### src/include/storage_port_pkg.sv
// shared constants, types and decode helpers for the storage-port memory link
package storage_port_pkg;
  // link geometry
  localparam int NUM_PORTS = 4;
  localparam int PORT_ID_W = 2;
  localparam int ADDR_W = 22;
  localparam int DATA_W = 32;
  localparam int OP_W = 3;
  // address split for the tag store lookup
  localparam int INDEX_LSB = 2;
  localparam int INDEX_MSB = 9;
  localparam int INDEX_W = INDEX_MSB - INDEX_LSB + 1;
  localparam int TAG_LSB = 10;
  localparam int TAG_MSB = 21;
  localparam int TAG_W = TAG_MSB - TAG_LSB + 1;
  // operation codes, bit order {operation_code_bits}
  localparam logic [OP_W-1:0] OP_READ_DW = 3'h0;
  localparam logic [OP_W-1:0] OP_READ_DW_ALT = 3'h2;
  localparam logic [OP_W-1:0] OP_WRITE_WORD = 3'h4;
  localparam logic [OP_W-1:0] OP_WRITE_DW = 3'h5;
  localparam logic [OP_W-1:0] OP_WRITE_BYTE = 3'h6;
  // timing
  localparam int CLK_PERIOD_NS = 10;
  localparam int MEM_TIMEOUT_NS = 2560;
  localparam int MEM_TIMEOUT_CYCLES = MEM_TIMEOUT_NS / CLK_PERIOD_NS;
  localparam int OWNER_FIFO_DEPTH = 16;
  // reset values
  localparam logic [NUM_PORTS-1:0] STROBES_RESET = 4'h0;
  localparam logic [ADDR_W-1:0] ADDR_RESET = 22'h0;
  localparam logic [DATA_W-1:0] DATA_RESET = 32'h0;

  typedef logic [ADDR_W-1:0] addr_t;
  typedef logic [DATA_W-1:0] data_t;
  typedef logic [OP_W-1:0] op_t;

  // operations with c1 low fetch data from memory
  function automatic logic op_is_read(input op_t op);
    return (op[2] == 1'b0);
  endfunction : op_is_read
endpackage : storage_port_pkg

### src/include/port_link_if.sv
// link between the cache-side arbiter and its storage ports
`timescale 1ns/1ps
interface port_link_if;
  import storage_port_pkg::*;
  logic [NUM_PORTS-1:0] port_request;
  logic [NUM_PORTS-1:0] select_address_strobe;
  logic [NUM_PORTS-1:0] select_data_strobe;
  logic [NUM_PORTS-1:0] port_data_ready;
  logic request_accepted;
  logic address_accepted;
  logic port_timeout;
  // per-port copies of the shared lines; a port drives zero while unselected
  addr_t port_addr [NUM_PORTS];
  op_t port_op [NUM_PORTS];
  data_t port_wdata [NUM_PORTS];
  data_t mem_data;

  modport cache_mp (
    input port_request, port_addr, port_op, port_wdata,
    output select_address_strobe, select_data_strobe, port_data_ready,
    output request_accepted, address_accepted, port_timeout, mem_data
  );
  modport port_mp (
    output port_request, port_addr, port_op, port_wdata,
    input select_address_strobe, select_data_strobe, port_data_ready,
    input request_accepted, address_accepted, port_timeout, mem_data
  );
endinterface : port_link_if

### src/storage_port_memory_arbiter.sv
// cache-side arbiter that runs uncached memory cycles for up to four storage ports
//
// Overview of operation
// - every port access runs a memory cycle
// - port data never touches fast data memory
// - port holds request until it is accepted
// - pick exactly one of four requesting ports
// - strobe winner's select address; it drives address
// - latch address and opcode when cycle starts
// - select data strobe; writer drives write data
// - request accepted; port drops request, frees address
// - memory acknowledge becomes address accepted
// - address accepted ends a write transaction
// - forward returned double word to reader
// - data ready strobe only to reading port
// - remember owner of outstanding reads
// - port presents 22-bit address, bits 21..0
// - index tag store with address bits 9..2
// - compare address bits 21..10 for hit
// - write hit invalidates the cached entry
// - reader ignores select data strobe
// - data ready loads data, ends read
// - memory timeout raises port timeout
`timescale 1ns/1ps

// small synchronous fifo; here it keeps read owners in issue order
module owner_fifo #(
  parameter int WIDTH = 2,
  parameter int DEPTH = 16
) (
  input wire logic core_clk,
  input wire logic rst,
  input wire logic in_valid,
  output logic in_ready,
  input wire logic [WIDTH-1:0] in_data,
  output logic out_valid,
  input wire logic out_ready,
  output logic [WIDTH-1:0] out_data
);
  localparam int PTR_W = (DEPTH > 1) ? $clog2(DEPTH) : 1;

  // pointers wrap by overflow, so only power-of-two depths are served
  if (WIDTH < 1 || DEPTH < 2 || (DEPTH & (DEPTH - 1)) != 0) begin : g_bad_geometry
    $error("owner_fifo: width must be positive and depth a power of two");
  end

  logic [WIDTH-1:0] mem_q [DEPTH];
  logic [PTR_W-1:0] wr_ptr_q;
  logic [PTR_W-1:0] rd_ptr_q;
  logic [PTR_W:0] count_q;
  logic push;
  logic pop;

  assign in_ready = (count_q != (PTR_W+1)'(DEPTH));
  assign out_valid = (count_q != '0);
  assign out_data = mem_q[rd_ptr_q];
  assign push = in_valid && in_ready;
  assign pop = out_valid && out_ready;

  // storage array, no reset needed on the data
  always_ff @(posedge core_clk) begin
    if (push) begin
      mem_q[wr_ptr_q] <= in_data;
    end
  end

  // pointers and fill level
  always_ff @(posedge core_clk) begin
    if (rst) begin
      wr_ptr_q <= '0;
      rd_ptr_q <= '0;
      count_q <= '0;
    end else begin
      if (push) begin
        wr_ptr_q <= wr_ptr_q + 1'b1;
      end
      if (pop) begin
        rd_ptr_q <= rd_ptr_q + 1'b1;
      end
      count_q <= count_q + (PTR_W+1)'(push) - (PTR_W+1)'(pop);
    end
  end
endmodule : owner_fifo

module storage_port_memory_arbiter
  import storage_port_pkg::*;
#(
  parameter int TIMEOUT_CYCLES = storage_port_pkg::MEM_TIMEOUT_CYCLES,
  parameter int FIFO_DEPTH = storage_port_pkg::OWNER_FIFO_DEPTH
) (
  input wire logic core_clk,
  input wire logic rst,
  port_link_if.cache_mp link,
  // main memory bus, sequenced by the cache
  output logic mem_req,
  output logic mem_write,
  output storage_port_pkg::op_t mem_op,
  output storage_port_pkg::addr_t mem_addr,
  output storage_port_pkg::data_t mem_wdata,
  input wire logic mem_ack,
  input wire logic mem_data_valid,
  input wire storage_port_pkg::data_t mem_rdata,
  // tag store: answer is valid the cycle after a lookup
  output logic tag_lookup,
  output logic [storage_port_pkg::INDEX_W-1:0] tag_index,
  input wire logic [storage_port_pkg::TAG_W-1:0] tag_stored,
  input wire logic tag_valid,
  output logic tag_invalidate
);
  import storage_port_pkg::*;

  // the wait counter is 16 bits wide and needs at least two cycles to count
  if (TIMEOUT_CYCLES < 2 || TIMEOUT_CYCLES > 65535) begin : g_bad_timeout
    $error("storage_port_memory_arbiter: timeout out of range");
  end

  typedef enum logic [5:0] {
    S_IDLE = 6'b000001,
    S_ADRS = 6'b000010,
    S_LATCH = 6'b000100,
    S_DATA = 6'b001000,
    S_ACK = 6'b010000,
    S_MEM = 6'b100000
  } arb_state_t;

  arb_state_t state_q;
  arb_state_t state_d;
  logic [PORT_ID_W-1:0] grant_q;
  logic [PORT_ID_W-1:0] winner;
  logic [NUM_PORTS-1:0] sel_adrs_q;
  logic [NUM_PORTS-1:0] sel_data_q;
  logic [NUM_PORTS-1:0] data_rdy_q;
  logic req_ack_q;
  logic address_accepted_q;
  logic timeout_q;
  data_t mem_data_q;
  addr_t addr_q;
  op_t op_q;
  logic mem_write_q;
  data_t wdata_q;
  logic mem_req_q;
  logic tag_lookup_q;
  logic inval_q;
  logic [15:0] wait_cnt_q;
  logic mem_done;
  logic mem_expired;
  logic fifo_in_ready;
  logic fifo_out_valid;
  logic [PORT_ID_W-1:0] fifo_owner;
  logic write_hit;

  // lowest-numbered requester wins; deterministic, no fairness
  function automatic logic [PORT_ID_W-1:0] pick_port(input logic [NUM_PORTS-1:0] req);
    logic [PORT_ID_W-1:0] id;
    id = '0;
    for (int i = NUM_PORTS - 1; i >= 0; i--) begin
      if (req[i]) begin
        id = PORT_ID_W'(i);
      end
    end
    return id;
  endfunction : pick_port

  function automatic logic [NUM_PORTS-1:0] one_hot(input logic [PORT_ID_W-1:0] id);
    return NUM_PORTS'(1) << id;
  endfunction : one_hot

  assign winner = pick_port(link.port_request);
  assign mem_done = (state_q == S_MEM) && mem_ack;
  assign mem_expired = (state_q == S_MEM) && !mem_ack && (wait_cnt_q == 16'(TIMEOUT_CYCLES - 1));
  // tag answer arrives during S_ACK; only a valid matching line can go stale
  assign write_hit = !op_is_read(op_q) && tag_valid && (tag_stored == addr_q[TAG_MSB:TAG_LSB]);

  // sequence: select address, latch, select data, accept, memory cycle
  always_comb begin
    state_d = state_q;
    unique case (state_q)
      S_IDLE: begin
        // a full owner queue stalls new work rather than lose a read owner
        if (|link.port_request && fifo_in_ready) begin
          state_d = S_ADRS;
        end
      end
      S_ADRS: begin
        state_d = S_LATCH;
      end
      S_LATCH: begin
        state_d = S_DATA;
      end
      S_DATA: begin
        state_d = S_ACK;
      end
      S_ACK: begin
        state_d = S_MEM; // hit or miss alike
      end
      S_MEM: begin
        if (mem_done || mem_expired) begin
          state_d = S_IDLE;
        end
      end
    endcase
  end

  always_ff @(posedge core_clk) begin
    if (rst) begin
      state_q <= S_IDLE;
    end else begin
      state_q <= state_d;
    end
  end

  // port selection strobes, decoded from the next state so they leave flops
  always_ff @(posedge core_clk) begin
    if (rst) begin
      grant_q <= '0;
      sel_adrs_q <= STROBES_RESET;
      sel_data_q <= STROBES_RESET;
      req_ack_q <= 1'b0;
    end else begin
      if (state_q == S_IDLE) begin
        grant_q <= winner;
      end
      sel_adrs_q <= (state_d == S_ADRS || state_d == S_LATCH) ?
                    one_hot((state_q == S_IDLE) ? winner : grant_q) : STROBES_RESET;
      sel_data_q <= (state_d == S_DATA) ? one_hot(grant_q) : STROBES_RESET;
      req_ack_q <= (state_d == S_ACK);
    end
  end

  // holding registers for the selected port's request
  always_ff @(posedge core_clk) begin
    if (rst) begin
      addr_q <= ADDR_RESET;
      op_q <= OP_READ_DW;
      mem_write_q <= 1'b0;
      wdata_q <= DATA_RESET;
    end else begin
      if (state_q == S_LATCH) begin
        addr_q <= link.port_addr[grant_q];
        op_q <= link.port_op[grant_q];
        mem_write_q <= !op_is_read(link.port_op[grant_q]); // decoded here so the pin leaves a flop
      end
      if (state_q == S_ACK && !op_is_read(op_q)) begin
        wdata_q <= link.port_wdata[grant_q];
      end
    end
  end

  // tag store lookup and invalidate; no path to the fast data memory exists
  always_ff @(posedge core_clk) begin
    if (rst) begin
      tag_lookup_q <= 1'b0;
      inval_q <= 1'b0;
    end else begin
      tag_lookup_q <= (state_d == S_DATA);
      inval_q <= (state_q == S_ACK) && write_hit;
    end
  end

  // memory cycle with bounded wait for the acknowledge
  always_ff @(posedge core_clk) begin
    if (rst) begin
      mem_req_q <= 1'b0;
      wait_cnt_q <= '0;
      address_accepted_q <= 1'b0;
      timeout_q <= 1'b0;
    end else begin
      mem_req_q <= (state_d == S_MEM);
      wait_cnt_q <= (state_q == S_MEM) ? wait_cnt_q + 16'h0001 : 16'h0000;
      address_accepted_q <= mem_done;
      timeout_q <= mem_expired;
    end
  end

  // read return: owner queue routes data ready to the issuing port
  always_ff @(posedge core_clk) begin
    if (rst) begin
      data_rdy_q <= STROBES_RESET;
      mem_data_q <= DATA_RESET;
    end else begin
      data_rdy_q <= (mem_data_valid && fifo_out_valid) ? one_hot(fifo_owner) : STROBES_RESET;
      if (mem_data_valid && fifo_out_valid) begin
        mem_data_q <= mem_rdata;
      end
    end
  end

  owner_fifo #(
    .WIDTH(PORT_ID_W),
    .DEPTH(FIFO_DEPTH)
  ) u_owner_fifo (
    .core_clk(core_clk),
    .rst(rst),
    .in_valid(mem_done && op_is_read(op_q)),
    .in_ready(fifo_in_ready),
    .in_data(grant_q),
    .out_valid(fifo_out_valid),
    .out_ready(mem_data_valid),
    .out_data(fifo_owner)
  );

  assign link.select_address_strobe = sel_adrs_q;
  assign link.select_data_strobe = sel_data_q;
  assign link.request_accepted = req_ack_q;
  assign link.address_accepted = address_accepted_q;
  assign link.port_timeout = timeout_q;
  assign link.port_data_ready = data_rdy_q;
  assign link.mem_data = mem_data_q;
  assign mem_req = mem_req_q;
  assign mem_write = mem_write_q;
  assign mem_op = op_q;
  assign mem_addr = addr_q;
  assign mem_wdata = wdata_q;
  assign tag_lookup = tag_lookup_q;
  assign tag_index = addr_q[INDEX_MSB:INDEX_LSB];
  assign tag_invalidate = inval_q;
endmodule : storage_port_memory_arbiter
### src/flat_wrapper.sv
// flat-port wrapper written by rule: the top's interface ports become plain ports
module storage_port_memory_arbiter_flat import storage_port_pkg::*;
#(
  parameter int TIMEOUT_CYCLES = storage_port_pkg::MEM_TIMEOUT_CYCLES,
  parameter int FIFO_DEPTH = storage_port_pkg::OWNER_FIFO_DEPTH
)
  (core_clk, rst, mem_req, mem_write, mem_op, mem_addr, mem_wdata, mem_ack, mem_data_valid, mem_rdata, tag_lookup, tag_index, tag_stored, tag_valid, tag_invalidate, link_port_request, link_port_addr, link_port_op, link_port_wdata, link_select_address_strobe, link_select_data_strobe, link_port_data_ready, link_request_accepted, link_address_accepted, link_port_timeout, link_mem_data);
  port_link_if link_i ();
  input wire logic core_clk;
  input wire logic rst;
  output logic mem_req;
  output logic mem_write;
  output storage_port_pkg::op_t mem_op;
  output storage_port_pkg::addr_t mem_addr;
  output storage_port_pkg::data_t mem_wdata;
  input wire logic mem_ack;
  input wire logic mem_data_valid;
  input wire storage_port_pkg::data_t mem_rdata;
  output logic tag_lookup;
  output logic [storage_port_pkg::INDEX_W-1:0] tag_index;
  input wire logic [storage_port_pkg::TAG_W-1:0] tag_stored;
  input wire logic tag_valid;
  output logic tag_invalidate;
  input wire logic [$bits(link_i.port_request)-1:0] link_port_request;
  input wire logic [$bits(link_i.port_addr)-1:0] link_port_addr;
  input wire logic [$bits(link_i.port_op)-1:0] link_port_op;
  input wire logic [$bits(link_i.port_wdata)-1:0] link_port_wdata;
  output wire logic [$bits(link_i.select_address_strobe)-1:0] link_select_address_strobe;
  output wire logic [$bits(link_i.select_data_strobe)-1:0] link_select_data_strobe;
  output wire logic [$bits(link_i.port_data_ready)-1:0] link_port_data_ready;
  output wire logic [$bits(link_i.request_accepted)-1:0] link_request_accepted;
  output wire logic [$bits(link_i.address_accepted)-1:0] link_address_accepted;
  output wire logic [$bits(link_i.port_timeout)-1:0] link_port_timeout;
  output wire logic [$bits(link_i.mem_data)-1:0] link_mem_data;
  assign link_i.port_request = link_port_request;
  assign link_i.port_addr = {>>{link_port_addr}};
  assign link_i.port_op = {>>{link_port_op}};
  assign link_i.port_wdata = {>>{link_port_wdata}};
  assign link_select_address_strobe = link_i.select_address_strobe;
  assign link_select_data_strobe = link_i.select_data_strobe;
  assign link_port_data_ready = link_i.port_data_ready;
  assign link_request_accepted = link_i.request_accepted;
  assign link_address_accepted = link_i.address_accepted;
  assign link_port_timeout = link_i.port_timeout;
  assign link_mem_data = link_i.mem_data;
  storage_port_memory_arbiter #(.TIMEOUT_CYCLES(TIMEOUT_CYCLES), .FIFO_DEPTH(FIFO_DEPTH)) u_core (.core_clk(core_clk), .rst(rst), .link(link_i), .mem_req(mem_req), .mem_write(mem_write), .mem_op(mem_op), .mem_addr(mem_addr), .mem_wdata(mem_wdata), .mem_ack(mem_ack), .mem_data_valid(mem_data_valid), .mem_rdata(mem_rdata), .tag_lookup(tag_lookup), .tag_index(tag_index), .tag_stored(tag_stored), .tag_valid(tag_valid), .tag_invalidate(tag_invalidate));
endmodule
### config.mk
export PLATFORM = sky130hd
export DESIGN_NAME = storage_port_memory_arbiter_flat
export DESIGN_NICKNAME = d
export VERILOG_FILES = /design/src/include/storage_port_pkg.sv /design/src/include/port_link_if.sv /design/src/storage_port_memory_arbiter.sv /design/src/flat_wrapper.sv
export SDC_FILE = /design/constraint.sdc
export NUM_CORES = 1
export LEC_CHECK = 0
export ABC_AREA = 1
export BUFFER_PORTS_ARGS = -buffer_cell sky130_fd_sc_hd__buf_2
export CAP_MARGIN = 10
export CORE_AREA = 2 2 154 156
export DETAILED_ROUTE_END_ITERATION = 8
export DIE_AREA = 0 0 156 158
export GPL_TIMING_DRIVEN = 0
export HOLD_SLACK_MARGIN = 0.12
export PLACE_DENSITY = 0.69
export SYNTH_ARGS = -nofsm -noshare
export SYNTH_HDL_FRONTEND = slang
export SYNTH_SLANG_ARGS = --single-unit
### constraint.sdc
create_clock -name core_clk -period 2.4 [get_ports core_clk]
set_input_delay 0.24 -clock core_clk [delete_from_list [all_inputs] [get_ports core_clk]]
set_output_delay 0.24 -clock core_clk [all_outputs]
set_load 0.05 [all_outputs]
After elaboration in Yosys (flattened, before gate mapping)
Memory sizes are Yosys's and may differ from the RTL's. A register that Yosys moved wholly into a read port is not among the register bits. Cells that the tools add are included.

Memories kept: 1. Bits of input ports: 281. Memory bits (writable): 32. Register bits after elaboration: 145. Word-level logic and storage cells: 91.

Add/sub/neg operators: 5. Shift-type cells: 3. Bitwise gates (word level): 6. Equality and inequality tests: 14. Order comparisons: 1. Multiplexer cells: 21. Reduce and logical (&&, ||, !) cells: 20.

Memory list: u_core.u_owner_fifo.mem_q (depth 16, width 2, rd ports 1, clocked after Yosys merged registers in 1, wr ports 1, RTL line storage_port_memory_arbiter.sv:47) `logic [WIDTH-1:0] mem_q [DEPTH];`.

Operators with widths (count): binary-select mux 32 bit (select 2 bit) (1); two-way mux 32 bit (2); binary-select mux 22 bit (select 2 bit) (1); two-way mux 22 bit (2); case mux 6 bit (6 select lines) (1); adder 16 x 1 -> 16 bit (second input constant) (1); equality test 16 x 8 -> 1 bit (second input constant) (1); equality test 12 bit (1); equality test 6 x 2 -> 1 bit (second input constant) (2); equality test 6 x 3 -> 1 bit (second input constant) (2); equality test 6 x 4 -> 1 bit (second input constant) (2); equality test 6 x 5 -> 1 bit (second input constant) (2); equality test 6 bit (second input constant) (2); two-way mux 6 bit (2); << shifter 1 x 2 -> 4 bit (first input constant) (3); logical AND 1 bit (11); two-way mux 2 bit (5); adder 4 x 1 -> 4 bit (second input constant) (2); two-way mux 4 bit (2); OR reduction 2 bit (4); binary-select mux 3 bit (select 2 bit) (1); equality test 6 x 1 -> 1 bit (second input constant) (1); two-way mux 3 bit (2); adder 5 x 1 -> 5 bit (1); other kinds (10) (16).

Longest topological paths before layout
Gate-level depths: netlist (run 1).

Word-level depth: 10. Gate-level depth with buffers: 15. Gate-level depth less buffers: 14.

Modules after synthesis
Synthesis (run 1) repeated with hierarchy kept, for this count alone.

Cell total of the unflattened synthesis: 1246. Area, all modules: 8869.8 um^2.

By module, submodules not included: storage_port_memory_arbiter (area each 6503.7 um^2, instances 1, cells an instance 981); owner_fifo (area each 2366.0 um^2, instances 1, cells an instance 265).

Worst setup path after synthesis (run 1)
Ideal clock, no wire load.

Path kind: flip-flop to flip-flop. From: register u_core.u_owner_fifo.count_q[2]. To: register u_core.u_owner_fifo.count_q[4]. Clock period less this slack: 2.472 ns. Data arrival time: 2.394 ns. Path slack: -0.072 ns. Required time: 2.322 ns. Cell stages (with the launch flop): 16. Cells stage by stage: dfxtp_1 inv_1 ha_1 nand4_1 nand2_1 inv_2 buf_2 ha_1 inv_1 ha_1 inv_1 fa_1 nor2_1 o21ai_0 and3_1 nor3_1.

Elaborated cells between the ends (all ways): 6. Classes of those cells: add/sub: 2; eq/ne: 1; reduce/logical: 3.

RTL lines: start, declared (RTL line storage_port_memory_arbiter.sv:50) `logic [PTR_W:0] count_q;`; start signal, assigned (RTL line storage_port_memory_arbiter.sv:80) `count_q <= count_q + (PTR_W+1)'(push) - (PTR_W+1)'(pop);`; nonzero test 5 bit (RTL line storage_port_memory_arbiter.sv:55) `assign out_valid = (count_q != '0);`; logical AND 1 bit (RTL line storage_port_memory_arbiter.sv:58) `assign pop = out_valid && out_ready;`; via u_core.u_owner_fifo.pop (RTL line storage_port_memory_arbiter.sv:52) `logic pop;`; subtractor 5 x 1 -> 5 bit (RTL line storage_port_memory_arbiter.sv:80).

The timed path passes the listed nets, and every way through them passes these cells. A chain may end at the register's enable or synchronous reset.

Final worst setup path (run 1)
From: register u_core.u_owner_fifo.count_q[2]. To: register u_core.u_owner_fifo.count_q[4].

Word-level cells in the longest chain between the ends: 4. Elaborated cells between the ends (all ways): 6. Classes of those cells: add/sub: 2; eq/ne: 1; reduce/logical: 3.

RTL lines: != test 5 bit (RTL line storage_port_memory_arbiter.sv:54) `assign in_ready = (count_q != (PTR_W+1)'(DEPTH));`; logical AND 1 bit (RTL line storage_port_memory_arbiter.sv:57) `assign push = in_valid && in_ready;`; adder 5 x 1 -> 5 bit (RTL line storage_port_memory_arbiter.sv:80); subtractor 5 x 1 -> 5 bit (*) (RTL line storage_port_memory_arbiter.sv:80).

Every way passes the cells marked *; elsewhere a longest branch is shown, timed or not.

==> results of run 1 <==
[power groups by stage]
| stage | clock network, uW | logic, uW | registers (uW) |
|---|---|---|---|
| 3_3_place_gp | 0 | 2590 | 3550 |
| 3_5_place_dp | 0 | 2620 | 3560 |
| 5_1_grt | 3110 | 3070 | 3530 |
| 2_1_floorplan | 0 | 1180 | 4170 |
| 6_report | 2940 | 2820 | 3500 |
| 4_1_cts | 2980 | 2750 | 3490 |
[worst min-delay path by stage]
stage / to / depth (start not counted) / slack, ns
after floorplan: u_core.tag_lookup / 1 / 0.34
after global placement: u_core.wait_cnt_q[0] / 1 / 0.43
after detailed placement: u_core.wait_cnt_q[0] / 1 / 0.44
after CTS: u_core.mem_wdata[17] / 3 / 0.12
after global routing: u_core.mem_wdata[4] / 3 / 0.13
final: u_core.mem_wdata[17] / 3 / 0.13
[routing by layer]
metal | routed length, um | global-route usage | vias up
met5 | 21 | 0 | -
met4 | 1103 | 0.1101 | 4
met1 | 14530 | 0.3338 | 4711
li1 | - | - | 5019
met3 | 2017 | 0.05968 | 75
met2 | 17090 | 0.4686 | 394
[cell usage after synthesis, types with 4 or more instances]
cell      instances
a211oi_1          7
a21oi_1          27
a31oi_1          32
buf_1            10
buf_2            19
buf_4             9
clkbuf_1         39
dfxtp_1         148
edfxtp_1         32
ha_1             12
inv_1            77
inv_2             5
nand2_1          69
nand3_1          37
nand4_1          15
nor2_1          383
nor2_2            4
nor3_1            8
o21ai_0         207
o21ai_1          23
o22ai_1          26
xor2_1            4
[worst reg2reg max path, stage by stage (launching register included)]
cell,delay [ns]
dfxtp_2,0.34
inv_1,0.06
ha_1,0.20
nand4_1,0.15
nand3_4,0.13
ha_4,0.25
inv_1,0.06
ha_2,0.17
inv_1,0.06
fa_2,0.37
nor2_2,0.11
o21ai_1,0.08
a21oi_1,0.15
nor3_1,0.06
[cell usage in the layout (no fill, tap or decap), types with 3 or more instances in the layout]
master         instances
a211oi_1               7
a21oi_1               27
a31oi_1               32
buf_1                  9
buf_2                415
buf_4                 21
buf_6                  3
clkbuf_1              39
clkbuf_16             17
clkinv_8               5
dfxtp_1              143
dfxtp_2                5
diode_2                3
dlygate4sd3_1         55
edfxtp_1              32
ha_1                  10
inv_1                 77
inv_12                 4
inv_2                  4
inv_8                  5
nand2_1               68
nand3_1               37
nand4_1               15
nor2_1               381
nor2_2                 4
nor2_4                 3
nor3_1                 8
o211ai_1               3
o21ai_0              206
o21ai_1               24
o22ai_1               26
xor2_1                 4
[repair_timing]
item                                   4_1_cts  5_1_grt
pin swaps                                    5        6
setup endpoints to repair                    6       17
endpoints found under the hold margin       50        0
resized for setup                           13        7
hold buffers                                55        0
buffers inserted                             7        5
[sequential cells by signal, summed over array words and instances (netlist names), 5 cells and up, named ones only]
name and cells:
u_core.mem_wdata 32, u_core.wait_cnt_q 16, u_core.link.mem_data 32, u_core.state_q 6
u_core.u_owner_fifo.mem_q 32, u_core.mem_addr 22, u_core.u_owner_fifo.count_q 5
[through the flow]
stage / total power (uW) / utilization / setup slack (ns) / hold WS, ns
after floorplan: 5342 / - / 0.02021 / 0.3357
after global placement: 6140 / 0.4789 / -0.2794 / 0.4275
after detailed placement: 6181 / 0.4789 / -0.3177 / 0.4446
after CTS: 9218 / 0.5342 / 0.02500 / 0.1201
after global routing: 9716 / 0.5371 / -0.04689 / 0.1276
final: 9255 / 0.5371 / 0.09111 / 0.1327
[layout make-up]
type | count | area [um^2]
buffer | 79 | 376.6
multi-input combinational | 870 | 4133
clock inverter | 15 | 209.0
timing repair buffer | 463 | 2623
fill | 2256 | 10670
sequential | 180 | 3930
tap | 290 | 362.8
clock buffer | 17 | 425.4
inverter | 82 | 315.3
antenna | 3 | 7.507
[cells by family (layout without fill, tap and decap cells)]
family | after synthesis | count (layout) | share of synthesized area
XOR/XNOR | 5 | 5 | 0.005039
other | 0 | 3 | 0
buffers and inverters | 162 | 656 | 0.07919
AO/OA/AOI/OAI | 329 | 329 | 0.2027
flip-flops | 180 | 180 | 0.4515
adder cells (fa/ha/maj) | 13 | 13 | 0.01958
AND/OR/NAND/NOR | 523 | 523 | 0.2419
==> flow_summary.json, run 1 <==
{
  "p_leak_uw": 0.005759,
  "crit_top_cell": "inv_1",
  "grt_max_degree": 23,
  "wl_per_cell_um": 17.39,
  "cts_tree": "done",
  "final_layout_size_suffix_gt1_frac": 0.2913,
  "switching_share": 0.3844,
  "cp_num_buf_inv": 3,
  "p_int_uw": 5697,
  "final_max_slew_viol_count": 0,
  "core_area_um2": 23050,
  "yosysSeqAreaShare": 0.4515,
  "crit_path_max_fanout": 4,
  "tightest_slew_ns": 0.6805,
  "drtIter0Drc": 713,
  "seqPwrFrac": 0.378,
  "synthCells": 1212,
  "yosysTopAreaCellShare": 0.3410,
  "grt_pass1_vias": 9593,
  "slowest_delay_ns": 0.37,
  "r2r_end": "u_core.u_owner_fifo.count_q[4]",
  "ios": 397,
  "io_buffers": 396,
  "drt_wl_total_mm": 34.76,
  "rows": 56,
  "yosys.area.top_type": "dfxtp_1",
  "path_depth": 13,
  "reg2reg_slack_ns": 0.09,
  "ant_nets": 0,
  "chipWidth_um": 156,
  "tns_ns": 0,
  "synth_cell_types": 34,
  "post-dp-hpwl_mm": 27.04,
  "hold_violations": 0,
  "r2r_cells": 13,
  "setup_violations": 0,
  "min_from": "link_port_wdata[17]",
  "period_needed_ns": 2.309,
  "endpoint": "u_core.u_owner_fifo.count_q[4]",
  "max_clock_freq_mhz": 433.1,
  "place_area_um2": 11040,
  "ys.flop_type": "dfxtp_1",
  "clk_latency_ns": 0.45,
  "cts_sinks": 180,
  "synth_edf_count": 32,
  "required_ns": 2.71,
  "die_h_um": 158,
  "crit_family": "adder cells",
  "crit_chain": "inv_1 > ha_1 > nand4_1 > nand3_4 > ha_4 > inv_1 > ha_2 > inv_1 > fa_2 > nor2_2 > o21ai_1 > a21oi_1 > nor3_1",
  "status": "complete, no violations",
  "die-area_um2": 24650,
  "fin_area_um2": 12380,
  "grt_use_total": 0.2731,
  "fin_worst_skew_ns": 0.01603,
  "synth.net_count": 1506,
  "cts.clk_slew.worst_paths_ns": 0.08,
  "place_inst": 1898,
  "cp-startpoint": "u_core.u_owner_fifo.count_q[2]",
  "cts-root-buf": "clkbuf_16",
  "worstSetupPathType": "reg2reg",
  "via_count": 10200,
  "powerDensity_nw_per_um2": 747.5,
  "pwr-share-comb": 0.304,
  "ctsLongestPathBuffers": 2,
  "syn_area_um2": 8690,
  "netlist_top_cells_area": "dfxtp_1, nor2_1, o21ai_0",
  "viasPerCell": 5.104,
  "cp-end-kind": "register",
  "rr_startpoint": "u_core.u_owner_fifo.count_q[2]",
  "cts_buffers": 17,
  "critPathArrivalTime_ns": 2.62,
  "first_pass_iters": 5,
  "nNetsFinal": 1987,
  "max_cap_viol_count": 0,
  "antenna_found_initial": 5,
  "final_cells": 1999,
  "syn_to_final_growth_pct": 42.49,
  "ys_ff_latch": 180,
  "cpMaxStageDelayCell": "fa_2",
  "place.gp.congestion": 0.9659,
  "ir_worst_vdd_mv": 0.4293,
  "drc_errors": 0,
  "grt_pass1_wl_mm": 51.58,
  "start_util": 0.3770,
  "async_reset_ff_frac": 0,
  "post-route-period-util": 0.9620,
  "grt_overflow": 0,
  "slew-limit-headroom": 0.5463,
  "synth.avg_cell_area_um2": 7.170,
  "power.switching_uw": 3558,
  "htree_levels": 4,
  "crit_path_start_kind": "register",
  "hp-class": "in2reg",
  "clkPwrFrac": 0.318,
  "yosysWarnings": 0
}
No activity file was read; power rests on OpenSTA's default activity.
==> inputs of run 2 (changes only) <==
ABC_AREA = default   (was 1)
CORE_AREA = 2 2 153 155   (was 2 2 154 156)
DIE_AREA = 0 0 155 157   (was 0 0 156 158)
==> run 2 against run 1 <==
The flow now finishes with violations (setup timing). Die area fell by 1.3%. Power fell by 3.3%. Combinational power fell by 6%. First-iteration DRC count fell by 13%. Critical path type unchanged. Largest power group unchanged.
==> flow_summary.json, run 2 <==
{
  "antenna_found_initial": 7,
  "htree_levels": 4,
  "tns_ns": -0.5297,
  "async_reset_ff_frac": 0,
  "drt_wl_total_mm": 30.86,
  "ctsLongestPathBuffers": 2,
  "wl_met3_mm": 3.106,
  "cts_tree": "done",
  "wl_per_cell_um": 19.19,
  "via_count": 8292,
  "start_util": 0.3790,
  "synthCells": 852,
  "synth.avg_cell_area_um2": 10.01,
  "crit_path_max_fanout": 2,
  "hold_violations": 0,
  "final_cell_mix": "buf_2, nand2_1, dfxtp_1",
  "post-dp-hpwl_mm": 24.79,
  "synthTopCellsByCount": "nand2_1, dfxtp_1, a21oi_1",
  "synth.net_count": 1146,
  "cp-end-kind": "register",
  "max_cap_viol_count": 0,
  "ir_worst_vdd_mv": 0.4346,
  "final_layout_size_suffix_gt1_frac": 0.4220,
  "place_inst": 1532,
  "powerDensity_nw_per_um2": 745.2,
  "yosys.area.top_type": "dfxtp_1",
  "max_clock_freq_mhz": 367.9,
  "grt_pass1_wl_mm": 43.50,
  "slew-limit-headroom": 0.5591,
  "layout_commonest_cell": "buf_2",
  "final_cells": 1608,
  "syn_to_final_growth_pct": 40.84,
  "grt_overflow": 0,
  "p_leak_uw": 0.005084,
  "met2WireLength_mm": 15.11,
  "crit_path_start_kind": "register",
  "timing.final.ws_setup_ns": -0.3179,
  "viasPerCell": 5.157,
  "hp-class": "in2reg",
  "highest-signal-layer": "met5",
  "ios": 397,
  "ant_nets": 0,
  "cts-root-buf": "clkbuf_16",
  "place.gp.congestion": 0.8913,
  "chipWidth_um": 155,
  "clk_latency_ns": 0.43,
  "synth_edf_count": 32,
  "drc_errors": 0,
  "syn_area_um2": 8529,
  "die-area_um2": 24340,
  "post-route-period-util": 1.132,
  "drtIter0Drc": 621,
  "period_needed_ns": 2.718,
  "fin_worst_skew_ns": 0.01131,
  "core_area_um2": 22500,
  "die_h_um": 157,
  "ys_ff_latch": 180,
  "critPathArrivalTime_ns": 3.07,
  "synth_cell_types": 52,
  "grt_use_total": 0.2390,
  "grt_max_degree": 19,
  "required_ns": 2.75,
  "netlist_top_cells_area": "dfxtp_1, mux4_2, edfxtp_1",
  "tightest_slew_ns": 0.6614,
  "wl_met1_mm": 11.87,
  "rsz0062_at_grt": "true",
  "nNetsFinal": 1601,
  "cts_sinks": 180,
  "setup_violations": 2,
  "status": "complete, but fails checks",
  "cts_buffers": 17,
  "rows": 55,
  "cts.clk_slew.worst_paths_ns": 0.07,
  "final_max_slew_viol_count": 0,
  "first_pass_iters": 5,
  "worstSetupPathType": "reg2reg",
  "fillers": 2036,
  "yosysTopAreaCellShare": 0.3474,
  "yosysWarnings": 0,
  "ys.flop_type": "dfxtp_1",
  "io_buffers": 395,
  "violations": "setup timing",
  "yosysSeqAreaShare": 0.4600,
  "yosysMostFrequentCell": "nand2_1",
  "grt_pass1_vias": 7743
}
[run 2: worst max-delay path: stages, from the launching register on]
cell and delay (ns):
dfxtp_4 0.34, or4_4 0.53, nor4b_4 0.25, inv_1 0.11, ha_4 0.27, inv_2 0.03, ha_4 0.15, inv_2 0.05
fa_2 0.21, inv_2 0.04, a21oi_2 0.13, nor2_2 0.05, or3_1 0.34, a21oi_1 0.13
[run 2: per-stage QoR]
| stage | total power [uW] | utilization | area [um^2] | setup slack (ns) | hold WS [ns] |
|---|---|---|---|---|---|
| 4_1_cts | 8875 | 0.5301 | 11930 | -0.4075 | 0.1238 |
| 3_3_place_gp | 5881 | 0.4842 | 10900 | -0.7798 | 0.4358 |
| 3_5_place_dp | 5938 | 0.4842 | 10900 | -0.8499 | 0.4435 |
| 5_1_grt | 9357 | 0.5335 | 12010 | -0.4415 | 0.1428 |
| 2_1_floorplan | 5215 | - | 8563 | -0.5485 | 0.3757 |
| 6_report | 8952 | 0.5338 | 12010 | -0.3179 | 0.1308 |
[run 2: layout make-up]
class,count,area [um^2],area share
clock buffer,20,480.5,0.04000
sequential,180,3930,0.3272
buffer,65,316.6,0.02635
tap,285,356.6,0.02968
timing repair buffer,440,2405,0.2002
inverter,16,65.06,0.005416
clock inverter,12,128.9,0.01073
multi-input combinational,587,4323,0.3599
antenna,3,7.507,0.0006249
[run 2: layer usage]
layer,vias to the layer above,GRT usage
li1,3918,-
met1,3938,0.2923
met2,382,0.4030
met3,48,0.07985
met4,6,0.07011
met5,-,0
[run 2: cell families (layout without fill, tap and decap cells)]
| logic type | Yosys count | after routing | synth area share |
|---|---|---|---|
| simple gates | 349 | 349 | 0.1835 |
| flops | 180 | 180 | 0.4600 |
| compound gates | 119 | 119 | 0.07569 |
| buf+inv | 85 | 553 | 0.04371 |
| mux | 68 | 68 | 0.1781 |
| xor+xnor | 38 | 38 | 0.03902 |
| fa+ha+maj | 13 | 13 | 0.01995 |
| other cells | 0 | 3 | 0 |
[run 2: what timing repair did]
action,4_1_cts,5_1_grt
pin swaps,9,13
gates resized for setup,19,24
setup endpoints to repair,71,60
hold endpoints to repair,33,0
hold buffers,36,0
buffers inserted,6,3
[run 2: path summary, 6_finish.rpt]
| kind | from | end | slack, ns | depth (start not counted) |
|---|---|---|---|---|
| setup reg to reg | u_core.state_q[0] | u_core.u_owner_fifo.count_q[4] | -0.32 | 13 |
| hold reg to reg | u_core.mem_addr[0] | u_core.mem_addr[0] | 0.45 | 2 |
| setup / recovery | u_core.state_q[0] | u_core.u_owner_fifo.count_q[4] | -0.32 | 13 |
| hold / removal | mem_ack | u_core.link.address_accepted | 0.13 | 3 |
[run 2: power breakdown]
part           total, uW  leakage (uW)  switching, uW  internal [uW]
clock               2820      0.000299           1310           1520
sequential          3480       0.00150            196           3290
combinational       2650       0.00328           1530           1110
total               8950       0.00508           3040           5920
==> inputs of run 3 (changes only) <==
ABC_AREA = 1   (was default)
CORE_AREA = 4 4 152 154   (was 2 2 153 155)
DIE_AREA = 0 0 156 158   (was 0 0 155 157)
PLACE_DENSITY = 0.73   (was 0.69)
==> run 3 against run 2 <==
Clock-buffer cell count shrank 2. Power grew 3.5%. Sequential share of layout area shrank 0.96 points. Setup slack gained 0.30 ns. Clock skew grew 0.011 ns. Clock power grew 6%. The run still ends with setup timing left.
==> flow_summary.json, run 3 (same netlist as run 1, synthesis figures left out) <==
{
  "status": "complete, but fails checks",
  "violations": "setup timing",
  "layout_commonest_cell": "buf_2",
  "syn_to_final_growth_pct": 42.39,
  "grt_pass1_wl_mm": 51.60,
  "setup_violations": 1,
  "clk_latency_ns": 0.45,
  "worstSetupPathType": "reg2reg",
  "ios": 397,
  "grt_max_degree": 23,
  "timing.final.ws_setup_ns": -0.01843,
  "fillers": 2030,
  "tns_ns": -0.01843,
  "max_clock_freq_mhz": 413.5,
  "grt_use_total": 0.2690,
  "required_ns": 2.71,
  "crit_path_start_kind": "register",
  "rows": 54,
  "post-route-period-util": 1.008,
  "start_util": 0.4007,
  "slew-limit-headroom": 0.4818,
  "p_leak_uw": 0.005760,
  "cp-end-kind": "register",
  "hold_violations": 0,
  "chipWidth_um": 156,
  "viasPerCell": 5.161,
  "rsz0062_at_grt": "true",
  "cts_buffers": 17,
  "cts-root-buf": "clkbuf_16",
  "drt_wl_total_mm": 35.02,
  "drtIter0Drc": 769,
  "place.gp.congestion": 0.9675,
  "final_layout_size_suffix_gt1_frac": 0.2862,
  "hp-class": "in2reg",
  "place_area_um2": 11030,
  "wl_per_cell_um": 17.60,
  "die-area_um2": 24650,
  "power.switching_uw": 3479,
  "max_cap_viol_count": 0,
  "via_count": 10270,
  "powerDensity_nw_per_um2": 748.6,
  "critPathArrivalTime_ns": 2.73,
  "htree_levels": 4,
  "antenna_found_initial": 2,
  "crit_path_max_fanout": 5,
  "first_pass_iters": 6,
  "nNetsFinal": 1986,
  "p_int_uw": 5784,
  "core_area_um2": 21690,
  "die_h_um": 158,
  "tightest_slew_ns": 0.7774,
  "cts.clk_slew.worst_paths_ns": 0.07,
  "cts_tree": "done",
  "ir_worst_vdd_mv": 0.4364,
  "cts_sinks": 180,
  "ant_nets": 0,
  "io_buffers": 396,
  "place_ws_ns": -0.3389,
  "drc_errors": 0,
  "final_max_slew_viol_count": 0,
  "seqPwrFrac": 0.378,
  "ctsLongestPathBuffers": 2,
  "post-dp-hpwl_mm": 26.99,
  "switching_share": 0.3756,
  "fin_worst_skew_ns": 0.02222,
  "pwr-share-comb": 0.300,
  "fin_area_um2": 12370,
  "final_cell_mix": "buf_2, nor2_1, o21ai_0",
  "period_needed_ns": 2.418,
  "grt_overflow": 0,
  "grt_pass1_vias": 9822,
  "clkPwrFrac": 0.322
}
-- run 3: repair_timing --
action | 4_1_cts | 5_1_grt
hold endpoints to repair | 52 | 0
pin swaps | 2 | 2
hold buffers | 60 | 0
setup endpoints to repair | 4 | 9
gates resized for setup | 12 | 5
buffers inserted | 2 | 4
-- run 3: layout make-up --
type | count | area [um^2] | area share
inverter | 82 | 315.3 | 0.02548
antenna | 4 | 10.01 | 0.0008090
sequential | 180 | 3929 | 0.3175
buffer | 79 | 377.9 | 0.03054
clock buffer | 18 | 450.4 | 0.03640
multi-input combinational | 870 | 4115 | 0.3326
timing repair buffer | 462 | 2628 | 0.2124
clock inverter | 14 | 197.7 | 0.01598
tap | 280 | 350.3 | 0.02831
-- run 3: worst max-delay path: stages, from the launching register on --
cell and delay [ns]:
dfxtp_1 0.35, inv_1 0.07, ha_1 0.19, nand4_1 0.19, nand3_4 0.13, ha_1 0.31, inv_1 0.06, ha_1 0.15
inv_1 0.06, fa_2 0.35, nor2_1 0.10, o21ai_0 0.10, a21oi_1 0.17, nor3_1 0.06
-- run 3: metal layers --
layer  GRT usage  share of wire
met1      0.3126           0.38
met2      0.4833           0.51
met3     0.05358          0.068
met4      0.1125          0.037
met5           0              0
-- run 3: path summary, 6_finish.rpt --
| path | from | endpoint | slack (ns) | cells past startpoint |
|---|---|---|---|---|
| worst max-delay path | u_core.u_owner_fifo.count_q[3] | u_core.u_owner_fifo.count_q[4] | -0.02 | 13 |
| worst min-delay path | link_port_wdata[78] | u_core.mem_wdata[14] | 0.13 | 3 |
| worst max register to register | u_core.u_owner_fifo.count_q[3] | u_core.u_owner_fifo.count_q[4] | -0.02 | 13 |
| worst min register to register | u_core.wait_cnt_q[0] | u_core.wait_cnt_q[0] | 0.45 | 1 |
-- run 3: power groups by stage --
stage | clock, uW | combinational, uW | sequential [uW]
finish | 2990 | 2780 | 3500
global route | 3140 | 3030 | 3530
CTS | 3020 | 2740 | 3490
detailed placement | 0 | 2620 | 3560
global placement | 0 | 2590 | 3550
floorplan | 0 | 1180 | 4170
-- run 3: stage by stage --
stage | cells | utilization | total power, uW | hold slack (ns)
2_1_floorplan | 1212 | - | 5342 | 0.3357
3_3_place_gp | 1888 | 0.5084 | 6140 | 0.4294
3_5_place_dp | 1888 | 0.5084 | 6179 | 0.4421
4_1_cts | 1981 | 0.5684 | 9261 | 0.1201
5_1_grt | 1987 | 0.5703 | 9707 | 0.1222
6_report | 1989 | 0.5705 | 9262 | 0.1269
